`config.mk`:
```
export PLATFORM = sky130hd
export DESIGN_NAME = fpl_function_pin_location_select
export DESIGN_NICKNAME = d
export VERILOG_FILES = /design/src/fpl_pkg.sv /design/src/fpl_function_pin_location_select.sv
export SDC_FILE = /design/constraint.sdc
export NUM_CORES = 1
export LEC_CHECK = 0
export BUFFER_PORTS_ARGS = -buffer_cell sky130_fd_sc_hd__buf_4
export CORE_UTILIZATION = 49
export DETAILED_ROUTE_END_ITERATION = 16
export GPL_ROUTABILITY_DRIVEN = 1
export PLACE_DENSITY = 0.86
export SYNTH_ARGS = -nofsm -noshare
export SYNTH_HDL_FRONTEND = slang
export SYNTH_SLANG_ARGS = --single-unit
```
`constraint.sdc`:
```
create_clock -name clk_sys -period 3.3 [get_ports clk_sys]
set_clock_uncertainty 0.05 [all_clocks]
set_input_delay 0.495 -clock clk_sys [delete_from_list [all_inputs] [get_ports clk_sys]]
set_output_delay 0.495 -clock clk_sys [all_outputs]
set_load 0.01 [all_outputs]
```
`src/fpl_pkg.sv`:
```
`default_nettype none
// ----------------------------------------------------------------------
// Function pin location select: shared constants and types
// ----------------------------------------------------------------------
package fpl_pkg;

  localparam int FPL_DATA_W = 32;
  localparam int FPL_NUM_SEL = 7;
  localparam int FPL_NUM_PIN = 12;
  localparam int FPL_SEL_W = 2;
  localparam int FPL_FIELD_LSB = 0;
  localparam int FPL_FIELD_MSB = 1;
  localparam int FPL_SYNC_STAGES = 2;

  // ----------------------------------------------------------------------
  // Register indices into the selector bank
  // ----------------------------------------------------------------------
  localparam int FPL_IX_SPI1_SELECT = 0;
  localparam int FPL_IX_SPI0_CLOCK = 1;
  localparam int FPL_IX_SET_READY = 2;
  localparam int FPL_IX_CARRIER_DETECT = 3;
  localparam int FPL_IX_BELL_INPUT = 4;
  localparam int FPL_IX_TIMER16_CAPTURE = 5;
  localparam int FPL_IX_SPI1_CLOCK = 6;

  // Byte addresses, ordered as the indices above
  localparam logic [31:0] FPL_ADR_TABLE [FPL_NUM_SEL] = '{
    32'h4004_4018, 32'h4004_40b0, 32'h4004_40b4, 32'h4004_40b8,
    32'h4004_40bc, 32'h4004_40c0, 32'h4004_40c4};
  localparam logic [31:0] FPL_ADR_INPUT_STATUS = 32'h4004_40e0;

  localparam logic [1:0] FPL_SEL_RESET = 2'h0;
  localparam logic [1:0] FPL_CODE_0 = 2'h0;
  localparam logic [1:0] FPL_CODE_1 = 2'h1;
  localparam logic [1:0] FPL_CODE_2 = 2'h2;

  // ----------------------------------------------------------------------
  // Pin indices on the pin vectors
  // ----------------------------------------------------------------------
  localparam int FPL_PIN_PORT0_BIT10 = 0;
  localparam int FPL_PIN_PORT2_BIT11 = 1;
  localparam int FPL_PIN_PORT0_BIT6 = 2;
  localparam int FPL_PIN_PORT2_BIT1 = 3;
  localparam int FPL_PIN_PORT3_BIT1 = 4;
  localparam int FPL_PIN_PORT2_BIT2 = 5;
  localparam int FPL_PIN_PORT3_BIT2 = 6;
  localparam int FPL_PIN_PORT2_BIT3 = 7;
  localparam int FPL_PIN_PORT3_BIT3 = 8;
  localparam int FPL_PIN_PORT2_BIT0 = 9;
  localparam int FPL_PIN_PORT2_BIT4 = 10;
  localparam int FPL_PIN_PORT0_BIT2 = 11;

  typedef struct packed {
    logic cyc;
    logic stb;
    logic we;
    logic [3:0] sel;
    logic [31:0] adr;
    logic [31:0] dat;
  } fpl_wb_req_t;

  typedef struct packed {
    logic o;
    logic oe;
  } fpl_drive_t;

  typedef struct packed {
    logic spi0_serial_clock;
    logic spi1_serial_clock;
    logic spi1_slave_select;
    logic uart_set_ready;
    logic uart_carrier_detect;
    logic uart_phone_bell_input;
    logic timer16_0_capture0_input;
  } fpl_func_in_t;

endpackage : fpl_pkg
`default_nettype wire

```
`src/fpl_function_pin_location_select.sv`:
```
// Functional notes
// RQ1 - The spi0 clock selector sits in bits 1:0 and resets to 00.
// RQ2 - Spi0 clock code 0 uses port0 bit10, code 1 port2 bit11, code 2 port0 bit6.
// RQ3 - The set-ready selector sits in bits 1:0 and resets to 00.
// RQ4 - Set-ready code 0 reads port2 bit1 and code 1 reads port3 bit1.
// RQ5 - The carrier-detect selector sits in bits 1:0 and resets to 00.
// RQ6 - Carrier-detect code 0 reads port2 bit2 and code 1 reads port3 bit2.
// RQ7 - The bell-input selector sits in bits 1:0 and resets to 00.
// RQ8 - Bell-input code 0 reads port2 bit3 and code 1 reads port3 bit3.
// RQ9 - The spi1 slave-select selector sits in bits 1:0 and resets to 00.
// RQ10 - Spi1 slave select code 0 uses port2 bit0 and code 1 port2 bit4.
// RQ11 - The timer capture selector sits in bits 1:0 and resets to 00.
// RQ12 - Timer capture code 0 reads port0 bit2 and code 1 reads port3 bit3.
// RQ13 - The spi1 clock selector sits in bits 1:0 and resets to 00.
// RQ14 - Spi1 clock code 0 uses port2 bit1 and code 1 port3 bit2.
// RQ15 - Software must not write reserved codes; the function is then left unrouted.
// RQ16 - Bits 31:2 of each selector read as zero and ignore writes.
// RQ17 - Only the selected pin serves a function, and a new code acts at the write edge.
`timescale 1ns/1ns
`default_nettype none
module fpl_function_pin_location_select
  import fpl_pkg::*;
#(
  parameter int SYNC_STAGES = FPL_SYNC_STAGES
) (
  input wire logic clk_sys,
  input wire logic rst,
  input wire fpl_wb_req_t wb_req,
  output logic [31:0] wb_dat_o,
  output logic wb_ack_o,
  input wire logic [FPL_NUM_PIN-1:0] pin_in,
  output logic [FPL_NUM_PIN-1:0] pin_out,
  output logic [FPL_NUM_PIN-1:0] pin_oe,
  input wire fpl_drive_t spi0_serial_clock,
  input wire fpl_drive_t spi1_serial_clock,
  input wire fpl_drive_t spi1_slave_select,
  output fpl_func_in_t func_in
);

  // ----------------------------------------------------------------------
  // Elaboration check
  // ----------------------------------------------------------------------
  generate
    if (SYNC_STAGES < 2) begin : g_bad_sync
      $error("SYNC_STAGES must be at least 2");
    end
  endgenerate

  logic [FPL_NUM_PIN-1:0] sync_r [SYNC_STAGES];
  logic [FPL_NUM_PIN-1:0] sync_nxt [SYNC_STAGES];
  logic [FPL_NUM_PIN-1:0] pin_s;
  logic [FPL_SEL_W-1:0] sel_r [FPL_NUM_SEL];
  logic [FPL_SEL_W-1:0] sel_nxt [FPL_NUM_SEL];
  logic ack_r;
  logic ack_nxt;
  logic [31:0] dat_r;
  logic [31:0] dat_nxt;
  logic req;
  logic wr_go;
  logic [31:0] rd_val;
  logic [FPL_NUM_PIN-1:0] pout_r;
  logic [FPL_NUM_PIN-1:0] pout_nxt;
  logic [FPL_NUM_PIN-1:0] poe_r;
  logic [FPL_NUM_PIN-1:0] poe_nxt;
  fpl_func_in_t fin_r;
  fpl_func_in_t fin_nxt;

  assign wb_ack_o = ack_r;
  assign wb_dat_o = dat_r;
  assign pin_out = pout_r;
  assign pin_oe = poe_r;
  assign func_in = fin_r;

  // ----------------------------------------------------------------------
  // Pin synchronisers
  // ----------------------------------------------------------------------
  // Pins are asynchronous; only the last stage feeds the routing
  always_comb begin
    sync_nxt[0] = pin_in;
    for (int i = 1; i < SYNC_STAGES; i++) begin
      sync_nxt[i] = sync_r[i-1];
    end
  end

  always_ff @(posedge clk_sys or posedge rst) begin
    if (rst) begin
      for (int i = 0; i < SYNC_STAGES; i++) begin
        sync_r[i] <= '0;
      end
    end else begin
      sync_r <= sync_nxt;
    end
  end

  assign pin_s = sync_r[SYNC_STAGES-1];

  // ----------------------------------------------------------------------
  // Wishbone slave and selector bank
  // ----------------------------------------------------------------------
  // Unmapped addresses are still acked so the master never hangs
  always_comb begin
    req = wb_req.cyc & wb_req.stb;
    wr_go = req & wb_req.we & ack_r & wb_req.sel[0];
    ack_nxt = req & ~ack_r;
    rd_val = '0;
    sel_nxt = sel_r;
    for (int i = 0; i < FPL_NUM_SEL; i++) begin
      if (wb_req.adr == FPL_ADR_TABLE[i]) begin
        rd_val = {{(FPL_DATA_W-FPL_SEL_W){1'b0}}, sel_r[i]}; // see RQ16
        if (wr_go) begin
          sel_nxt[i] = wb_req.dat[FPL_FIELD_MSB:FPL_FIELD_LSB]; // see RQ16
        end
      end
    end
    if (wb_req.adr == FPL_ADR_INPUT_STATUS) begin
      rd_val = {{(FPL_DATA_W-$bits(fpl_func_in_t)){1'b0}}, fin_r};
    end
    dat_nxt = (req & ~ack_r) ? rd_val : '0;
  end

  always_ff @(posedge clk_sys or posedge rst) begin
    if (rst) begin
      ack_r <= 1'b0;
      dat_r <= '0;
      for (int i = 0; i < FPL_NUM_SEL; i++) begin
        sel_r[i] <= FPL_SEL_RESET; // see RQ1 see RQ3 see RQ5 see RQ7 see RQ9 see RQ11 see RQ13
      end
    end else begin
      ack_r <= ack_nxt;
      dat_r <= dat_nxt;
      sel_r <= sel_nxt;
    end
  end

  // ----------------------------------------------------------------------
  // Routing
  // ----------------------------------------------------------------------
  // Driven from the next selector so a write acts at its own edge
  always_comb begin
    pout_nxt = '0;
    poe_nxt = '0;
    fin_nxt = '0;
    unique case (sel_nxt[FPL_IX_SPI0_CLOCK]) // see RQ2 see RQ17
      FPL_CODE_0: begin
        pout_nxt[FPL_PIN_PORT0_BIT10] = spi0_serial_clock.o;
        poe_nxt[FPL_PIN_PORT0_BIT10] = spi0_serial_clock.oe;
        fin_nxt.spi0_serial_clock = pin_s[FPL_PIN_PORT0_BIT10];
      end
      FPL_CODE_1: begin
        pout_nxt[FPL_PIN_PORT2_BIT11] = spi0_serial_clock.o;
        poe_nxt[FPL_PIN_PORT2_BIT11] = spi0_serial_clock.oe;
        fin_nxt.spi0_serial_clock = pin_s[FPL_PIN_PORT2_BIT11];
      end
      FPL_CODE_2: begin
        pout_nxt[FPL_PIN_PORT0_BIT6] = spi0_serial_clock.o;
        poe_nxt[FPL_PIN_PORT0_BIT6] = spi0_serial_clock.oe;
        fin_nxt.spi0_serial_clock = pin_s[FPL_PIN_PORT0_BIT6];
      end
      default: ; // Reserved code leaves the function unrouted, see RQ15
    endcase
    unique case (sel_nxt[FPL_IX_SPI1_SELECT]) // see RQ10
      FPL_CODE_0: begin
        pout_nxt[FPL_PIN_PORT2_BIT0] = spi1_slave_select.o;
        poe_nxt[FPL_PIN_PORT2_BIT0] = spi1_slave_select.oe;
        fin_nxt.spi1_slave_select = pin_s[FPL_PIN_PORT2_BIT0];
      end
      FPL_CODE_1: begin
        pout_nxt[FPL_PIN_PORT2_BIT4] = spi1_slave_select.o;
        poe_nxt[FPL_PIN_PORT2_BIT4] = spi1_slave_select.oe;
        fin_nxt.spi1_slave_select = pin_s[FPL_PIN_PORT2_BIT4];
      end
      default: ;
    endcase
    unique case (sel_nxt[FPL_IX_SPI1_CLOCK]) // see RQ14
      FPL_CODE_0: begin
        pout_nxt[FPL_PIN_PORT2_BIT1] = spi1_serial_clock.o;
        poe_nxt[FPL_PIN_PORT2_BIT1] = spi1_serial_clock.oe;
        fin_nxt.spi1_serial_clock = pin_s[FPL_PIN_PORT2_BIT1];
      end
      FPL_CODE_1: begin
        pout_nxt[FPL_PIN_PORT3_BIT2] = spi1_serial_clock.o;
        poe_nxt[FPL_PIN_PORT3_BIT2] = spi1_serial_clock.oe;
        fin_nxt.spi1_serial_clock = pin_s[FPL_PIN_PORT3_BIT2];
      end
      default: ;
    endcase
    // Input-only functions may share a pin; each just listens
    unique case (sel_nxt[FPL_IX_SET_READY]) // see RQ4
      FPL_CODE_0: fin_nxt.uart_set_ready = pin_s[FPL_PIN_PORT2_BIT1];
      FPL_CODE_1: fin_nxt.uart_set_ready = pin_s[FPL_PIN_PORT3_BIT1];
      default: ;
    endcase
    unique case (sel_nxt[FPL_IX_CARRIER_DETECT]) // see RQ6
      FPL_CODE_0: fin_nxt.uart_carrier_detect = pin_s[FPL_PIN_PORT2_BIT2];
      FPL_CODE_1: fin_nxt.uart_carrier_detect = pin_s[FPL_PIN_PORT3_BIT2];
      default: ;
    endcase
    unique case (sel_nxt[FPL_IX_BELL_INPUT]) // see RQ8
      FPL_CODE_0: fin_nxt.uart_phone_bell_input = pin_s[FPL_PIN_PORT2_BIT3];
      FPL_CODE_1: fin_nxt.uart_phone_bell_input = pin_s[FPL_PIN_PORT3_BIT3];
      default: ;
    endcase
    unique case (sel_nxt[FPL_IX_TIMER16_CAPTURE]) // see RQ12
      FPL_CODE_0: fin_nxt.timer16_0_capture0_input = pin_s[FPL_PIN_PORT0_BIT2];
      FPL_CODE_1: fin_nxt.timer16_0_capture0_input = pin_s[FPL_PIN_PORT3_BIT3];
      default: ;
    endcase
  end

  always_ff @(posedge clk_sys or posedge rst) begin
    if (rst) begin
      pout_r <= '0;
      poe_r <= '0;
      fin_r <= '0;
    end else begin
      pout_r <= pout_nxt;
      poe_r <= poe_nxt;
      fin_r <= fin_nxt;
    end
  end
endmodule : fpl_function_pin_location_select
`default_nettype wire

```
* After elaboration in Yosys (flattened, before gate mapping)
Index checks and enable logic that the tools add are counted.
** Operators by class
- Add/subtract/negate cells :: 0
- $mul :: 0
- Div/mod/pow operators :: 0
- Order comparisons :: 0
- Eq/ne operators :: 16
- Shift operators :: 0
- Mux-type cells :: 44
- Bitwise gates (word level) :: 6
- Reduce and logical (&&, ||, !) cells :: 7
** Operators by type and width (number)
- == test 32 x 31 -> 1 bit, second input constant :: 8
- two-way mux 32 bit :: 8
- two-way mux 2 bit :: 15
- == test 2 x 1 -> 1 bit, second input constant :: 7
- logical NOT 2 bit :: 7
- two-way mux 1 bit :: 14
- one-hot mux 1 bit (2 select lines) :: 6
- AND 1 bit :: 5
- one-hot mux 1 bit (3 select lines) :: 1
- == test 2 bit, second input constant :: 1
- NOT 1 bit :: 1
** Storage, ports and cells
- Bits in registers :: 92
- Latch bits :: 0
- Bits in writable memories :: 0
- Memory bits (read-only) :: 0
- Input port bits :: 91
- Output and inout port bits :: 64
- Word-level logic and storage cells :: 93
- Memories :: 0

* Depth between registers and ports, before layout
Gate-level depths: netlist of run 1.
- Word-level depth :: 10
- Mapped depth :: 8

* Worst setup path before layout of run 1
Ideal clock, no wire load.
- Path kind :: input port to flip-flop
- Start :: input wb_req[54] (netlist name)
- End :: register fin_r, in the netlist func_in[6]
- Data arrival time :: 2522 ps
- Path slack :: 605 ps
- Cell stages on the path :: 6
- Buffers on the path :: 0
- Path through :: or4_1 > or4_1 > or4_4 > mux2_4 > mux2i_1 > o2bb2ai_1
** RTL lines
- start: declaration :: RTL line fpl_function_pin_location_select.sv:28 : input wire fpl_wb_req_t wb_req,
- end signal: assignment :: RTL line fpl_function_pin_location_select.sv:218 : fin_r <= fin_nxt;
- end: declaration :: RTL line fpl_function_pin_location_select.sv:65 : fpl_func_in_t fin_r;

* Final worst setup path of run 1
- Start :: input wb_req[54] (netlist name)
- End :: register poe_r[1], in the netlist pin_oe[1]
** Between the ends
- Cells in the longest elaborated chain, start to end :: 4
** Ends and longest elaborated chain
- == test 32 x 31 -> 1 bit :: RTL line fpl_function_pin_location_select.sv:108 : if (wb_req.adr == FPL_ADR_TABLE[i]) begin
- two-way mux 2 bit :: RTL line fpl_function_pin_location_select.sv:108
- == test 2 x 1 -> 1 bit :: RTL line fpl_function_pin_location_select.sv:143 : unique case (sel_nxt[FPL_IX_SPI0_CLOCK])
- two-way mux 1 bit :: RTL line fpl_function_pin_location_select.sv:143
- named net poe_nxt[1] :: RTL line fpl_function_pin_location_select.sv:64 : logic [FPL_NUM_PIN-1:0] poe_nxt;
- end signal: assignment :: RTL line fpl_function_pin_location_select.sv:217 : poe_r <= poe_nxt;
- end: declaration :: RTL line fpl_function_pin_location_select.sv:63 : logic [FPL_NUM_PIN-1:0] poe_r;
The timed path passes the listed nets, and every way through them passes these cells.

==> metrics.txt, run 1 <==
status finished, final reports clean; Top cell by count, worst path or4_1; post-route cell area around 0.0038 mm^2; Iter 0 DRT Violations ~150; Max Slew Vio Count 0; Die Ht 80.1 um; sequential-to-total area share from yosys stat between 50% and 60%; Hold Worst Slack 0.201 ns; DIE WIDTH 80.1 um; Worst-Skew Late Latency ~0.35 ns; final hold violations 0; Synth cell types 39; diode count 0; port bufs 86; Avg Inst Size Synth ~11 um^2; Hold Crit Class in2reg; DP Cell Count around 430; setup TNS 0 ns; share of power burned in registers 52.6%; post-CTS setup buffers 0; WP data required 3.49 ns; largest net degree at the start of global routing 68; maximum vdd drop approximately 0.00032 V; Leakage roughly 0.0019 uW; Worst path max stage delay ~0.57 ns; Layout area overhead 26.5%; fmax about 380 MHz; CTS tree built; # rows 28; Post-Layout Cell Count 447; # hold bufs at CTS 0; clock sink count 67; Num CTS Buffers 9; GRT overflow 0; Finished Core Util 63.9%; first-pass GRT wire length about 9800 um; clk buf depth 2; final-report setup violation count 0; top-count cell post-synth dfrtp_1; Sw Share between 20% and 30%; Tmin final ~2.6 ns; nets roughly 460; initial antenna violation count 0; DP HPWL between 4000 and 5000 um; Post-Route WL approximately 6300 um; area leader, netlist dfrtp_1; total track usage 21.3%; routed len/inst 14.1 um; DIE AREA around 0.0064 mm^2; top_reg_cell synth dfrtp_1; internal cell power ~1200 uW; Worst setup SP type input pin; top cells by count, synth dfrtp_1 (67), buf_4 (35), nand2_1 (22); Setup crit start wb_req[54]; Worst-path clk slew ~0.07 ns; dpl cell area between 0.003 and 0.004 mm^2; total core area between 0.005 and 0.006 mm^2; 1st-pass router iterations 4; initial core utilization about 51%; RePlAce Congestion between 0.9 and 1; EDFF count, synth 0; share of cells above drive strength 1 approximately a third; HP Start pin_in[5]; synthesized area around 0.0030 mm^2; DRC 0; H-tree depth 3; MaxCap Viol Count 0; CP max FO 6; Synth Instances between 200 and 300; PD cells 429 mW/mm^2; #FFs+latches synth 67; NetSw about 400 uW; Vias ~2300; Clk pwr share between 30% and 40%; CP endpoint kind flop; Slew @ Worst Pin 0.800 ns; vias in the first global route 2103; relative max-transition margin ~47%; critical path type in2reg; post-synth top area share between 50% and 60%; combinational power share 8.9%; Post-CTS Resized 0; Ports 155; via/cell ratio a little over 5; final worst-path cycle share between 80% and 90%; number of routed nets with antenna violations 0; RSZ-0062 raised after global routing false; largest cells by area after synthesis dfrtp_1 (56%), buf_4 (8.8%), mux2_2 (3.8%); crit path DAT approximately 2.8 ns; Reg-to-Reg Start wb_ack_o; Synth Warn # 0; crit path max-delay cell type or4_1; Post-synth ARST share 100%; worst-path cell chain buf_4 -> or4_1 -> or4_1 -> or4_4 -> mux2i_2 -> nor2_2 -> and2_1; root cell of the clock tree clkbuf_8
==> cell type report <==
cell class              instances  area, um^2
flip-flops and latches         67        1680
fillers                       497        2140
multi-input cells             190        1120
well taps                      75        93.8
clock buffers                  11         151
repair buffers                 88         661
inverters                      11        41.3
clock inverters                 5        36.3
==> worst max-delay path: cells and delay by family <==
kind | cells | cell delay, ns
and+or+nand+nor | 5 | 1.84
buffers and inverters | 1 | 0.11
muxes | 1 | 0.38
==> power groups by stage <==
stage	Combinational (uW)	Clock, uW	Sequential (uW)
2_1_floorplan	89.9	0	872
3_3_place_gp	142	0	869
3_5_place_dp	146	0	870
4_1_cts	146	639	854
5_1_grt	162	677	856
6_report	145	624	854
==> cells by family (layout without fill, tap and decap cells) <==
logic type             after synthesis  count (layout)  share of synthesized area (%)
AND/OR/NAND/NOR                    109             109                           20.1
multiplexers                        18              18                           6.74
buffers and inverters               50             115                           10.7
AO/OA/AOI/OAI                       28              28                           6.28
flip-flops                          67              67                           56.1
other                                1              35                          0.125
==> state kept, by name, summed over array words and instances (netlist names) <==
register / flops
pin_s: 12
wb_ack_o: 1
func_in: 7
sync_nxt: 12
wb_dat_o: 7
pin_out: 7
sel_r: 14
pin_oe: 7
==> routing by layer <==
| metal | vias to the layer above | GRT usage (%) | routed length [um] |
|---|---|---|---|
| li1 | 1067 | - | - |
| met1 | 1075 | 25.2 | 2510 |
| met2 | 116 | 34.4 | 3090 |
| met3 | 20 | 6.36 | 465 |
| met4 | 0 | 12.5 | 224 |
| met5 | - | 0 | 0 |
==> metrics by stage <==
step	worst slack (ns)	total power, uW
2_1_floorplan	0.605	962
3_3_place_gp	0.372	1010
3_5_place_dp	0.312	1020
4_1_cts	0.680	1640
5_1_grt	0.611	1700
6_report	0.656	1620
==> final timing paths <==
path                                to  slack (ns)  cells past startpoint
setup / recovery             pin_oe[1]        0.66                      7
hold / removal             sync_nxt[5]        0.20                      1
setup reg to reg             pin_oe[1]        1.00                      6
hold reg to reg               pin_s[2]        0.30                      0
max in group asynchronous     pin_s[0]        2.34                      3
min in group asynchronous  sync_nxt[4]        0.35                      3
==> cell usage in the layout, fill, tap and decap left out, types with 4 or more instances in the layout <==
master    instances
a21oi_1           5
a311oi_1          4
and2_1           13
and4_1            4
buf_4            88
clkbuf_8         11
conb_1           35
dfrtp_1          67
inv_1            10
mux2_2           10
mux2i_1           6
nand2_1          22
nand2b_1          6
nand3_1           8
nand4_1           7
nor2_1           19
nor3_1            6
nor4_1            4
o21ai_0           7
No activity file was read; power rests on OpenSTA's default activity.
==> run 2, diff against run 1 <==
CORE_UTILIZATION = 41   (was 49)
PLACE_DENSITY = 0.76   (was 0.86)
clock period = 2.2 ns   (was 3.3 ns; I/O delays follow)
==> metrics.txt, run 2 (synthesis gave the netlist of run 1 again) <==
fmax 420 MHz; commonest non-fill, non-tap cell in the layout buf_4 (unchanged); delay-heaviest family, CP simple AND/OR/NAND/NOR gates (unchanged); Hold Crit Class in2async (was in2reg); 1st-pass router iterations 4 (unchanged); Num CTS Buffers 9 (unchanged); CP endpoint kind flop (unchanged); largest net degree at the start of global routing 68 (unchanged); critical path type in2reg (unchanged); Hold Worst Slack 0.0142 ns (was 0.201 ns); Worst-path clk slew 0.06 ns (was 0.07 ns); Layout area overhead 36.2% (was 26.5%); Worst path max stage delay 0.53 ns (was 0.57 ns); # rows 30 (was 28); met1 Use GR 22.5% (was 25.2%); nets 488 (was 458); PD cells 580 mW/mm^2 (was 429 mW/mm^2); Reg with most FFs sel_r (unchanged); Leakage 0.00204 uW (was 0.00189 uW); port bufs 86 (unchanged); DIE WIDTH 87.4 um (was 80.1 um); final worst-path cycle share 108%; Tmin final between 2 and 2.5 ns; vias in the first global route 2348 (was 2103); final worst slack -0.180 ns (was 0.656 ns); diode count 0 (unchanged); DIE AREA 0.00764 mm^2 (was 0.00642 mm^2); Top cell by count, worst path or4_4 (was or4_1); Global Route met3 Usage 5.12% (was 6.36%); failing checks negative setup slack; maximum vdd drop 0.000455 V (was 0.000316 V); crit path DAT 2.54 ns (was 2.83 ns); Ports 155 (unchanged); Iter 0 DRT Violations 181 (was 148); DP HPWL 5250 um (was 4850 um); Die Ht 87.4 um (was 80.1 um); number of routed nets with antenna violations 0 (unchanged); clock sink count 67 (unchanged); RePlAce Congestion 0.871 (was 0.928); Largest register FFs 14 (unchanged); total core area 0.00691 mm^2 (was 0.00592 mm^2); # hold bufs at CTS 0 (unchanged); status finished with violations (was finished, final reports clean); GRT overflow 0 (unchanged); MaxCap Viol Count 0 (unchanged); share of cells above drive strength 1 38.8% (was 32.8%); Power Total 2360 uW (was 1620 uW); crit path max-delay cell type or4_4 (was or4_1); CTS tree built (unchanged); final hold violations 0 (unchanged); initial core utilization 43.3% (was 50.5%); routed len/inst 13.6 um (was 14.1 um); total track usage 19.0% (was 21.3%); Worst-Skew Late Latency 0.34 ns (was 0.35 ns); number of buffers and inverters on the critical path 1 (unchanged); WP data required 2.36 ns (was 3.49 ns); most frequent cells in the layout buf_4 (113), dfrtp_1 (67), conb_1 (35) (was buf_4 (88), dfrtp_1 (67), conb_1 (35)); initial antenna violation count 0 (unchanged); met2 Usage GRT 32.5% (was 34.4%); RSZ-0062 raised after global routing true (was false); H-tree depth 3 (unchanged); worst-path cell chain buf_6 -> or4_4 -> or4_1 -> or4_4 -> mux2_4 -> mux2i_1 -> o2bb2ai_1 (was buf_4 -> or4_1 -> or4_1 -> or4_4 -> mux2i_2 -> nor2_2 -> and2_1); root cell of the clock tree clkbuf_8 (unchanged); Post-Route WL 6770 um (was 6300 um); clk buf depth 2 (unchanged); DRC 0 (unchanged); CP max FO 6 (unchanged); GR peak layer met2 (unchanged); via/cell ratio 4.77 (was 5.10); first-pass GRT wire length 10700 um (was 9770 um); Max Slew Vio Count 0 (unchanged); final-report setup violation count 7 (was 0); Worst setup SP type input pin (unchanged); Vias 2377 (was 2278)
[run 2: cell type report]
type,instances,area (um^2)
fill,599,2840
inverter,11,41.3
clock inverter,5,30.0
tap,96,120
sequential,67,1680
multi-input combinational,190,1160
clock buffer,11,131
timing repair buffer,118,913
[run 2: repair_timing]
action | CTS | global route
buffers inserted | 0 | 0
resized for setup | 7 | 4
pin swaps | 1 | 1
endpoints found under the setup margin | 7 | 12
[run 2: where the power goes]
part           total, uW  internal, uW  switching [uW]  leakage, uW
logic                242           118             123      0.00111
registers           1280          1270            14.9     0.000850
clock network        836           403             433    0.0000791
[run 2: final timing paths]
check	startpoint	end	slack (ns)	cells after the start
hold reg to reg	sync_nxt[6]	pin_s[6]	0.30	0
min in group clk_sys	pin_in[8]	sync_nxt[8]	0.05	1
hold / removal	rst	sync_nxt[10]	0.01	3
max in group asynchronous	rst	pin_oe[0]	1.82	3
setup reg to reg	wb_ack_o	func_in[6]	0.02	6
setup / recovery	wb_req[54]	func_in[6]	-0.18	7
[run 2: per-layer routing]
layer / share of wire [%] / routed length (um)
met5: 0 / 0
met4: 2.4 / 160
met3: 7.2 / 486
met2: 51 / 3480
met1: 39 / 2640
[run 2: metrics by stage]
step / instance area, um^2 / std cells / TNS, ns / setup slack (ns) / utilization (%)
6_report: 4070 / 498 / -0.778 / -0.180 / 58.9
5_1_grt: 4070 / 498 / -0.935 / -0.234 / 58.9
4_1_cts: 4060 / 498 / -0.639 / -0.160 / 58.7
3_5_place_dp: 3860 / 482 / -6.40 / -0.515 / 55.9
3_3_place_gp: 3860 / 482 / -4.78 / -0.464 / 55.9
2_1_floorplan: 3120 / 307 / -1.89 / -0.315 / -
[run 2: worst reg2reg max path: cells and delay by family (launching register included)]
family	cells	cell delay, ns
and+or+nand+nor	3	1.05
muxes	2	0.52
DFF	1	0.36
AOI/OAI and AO/OA	1	0.09
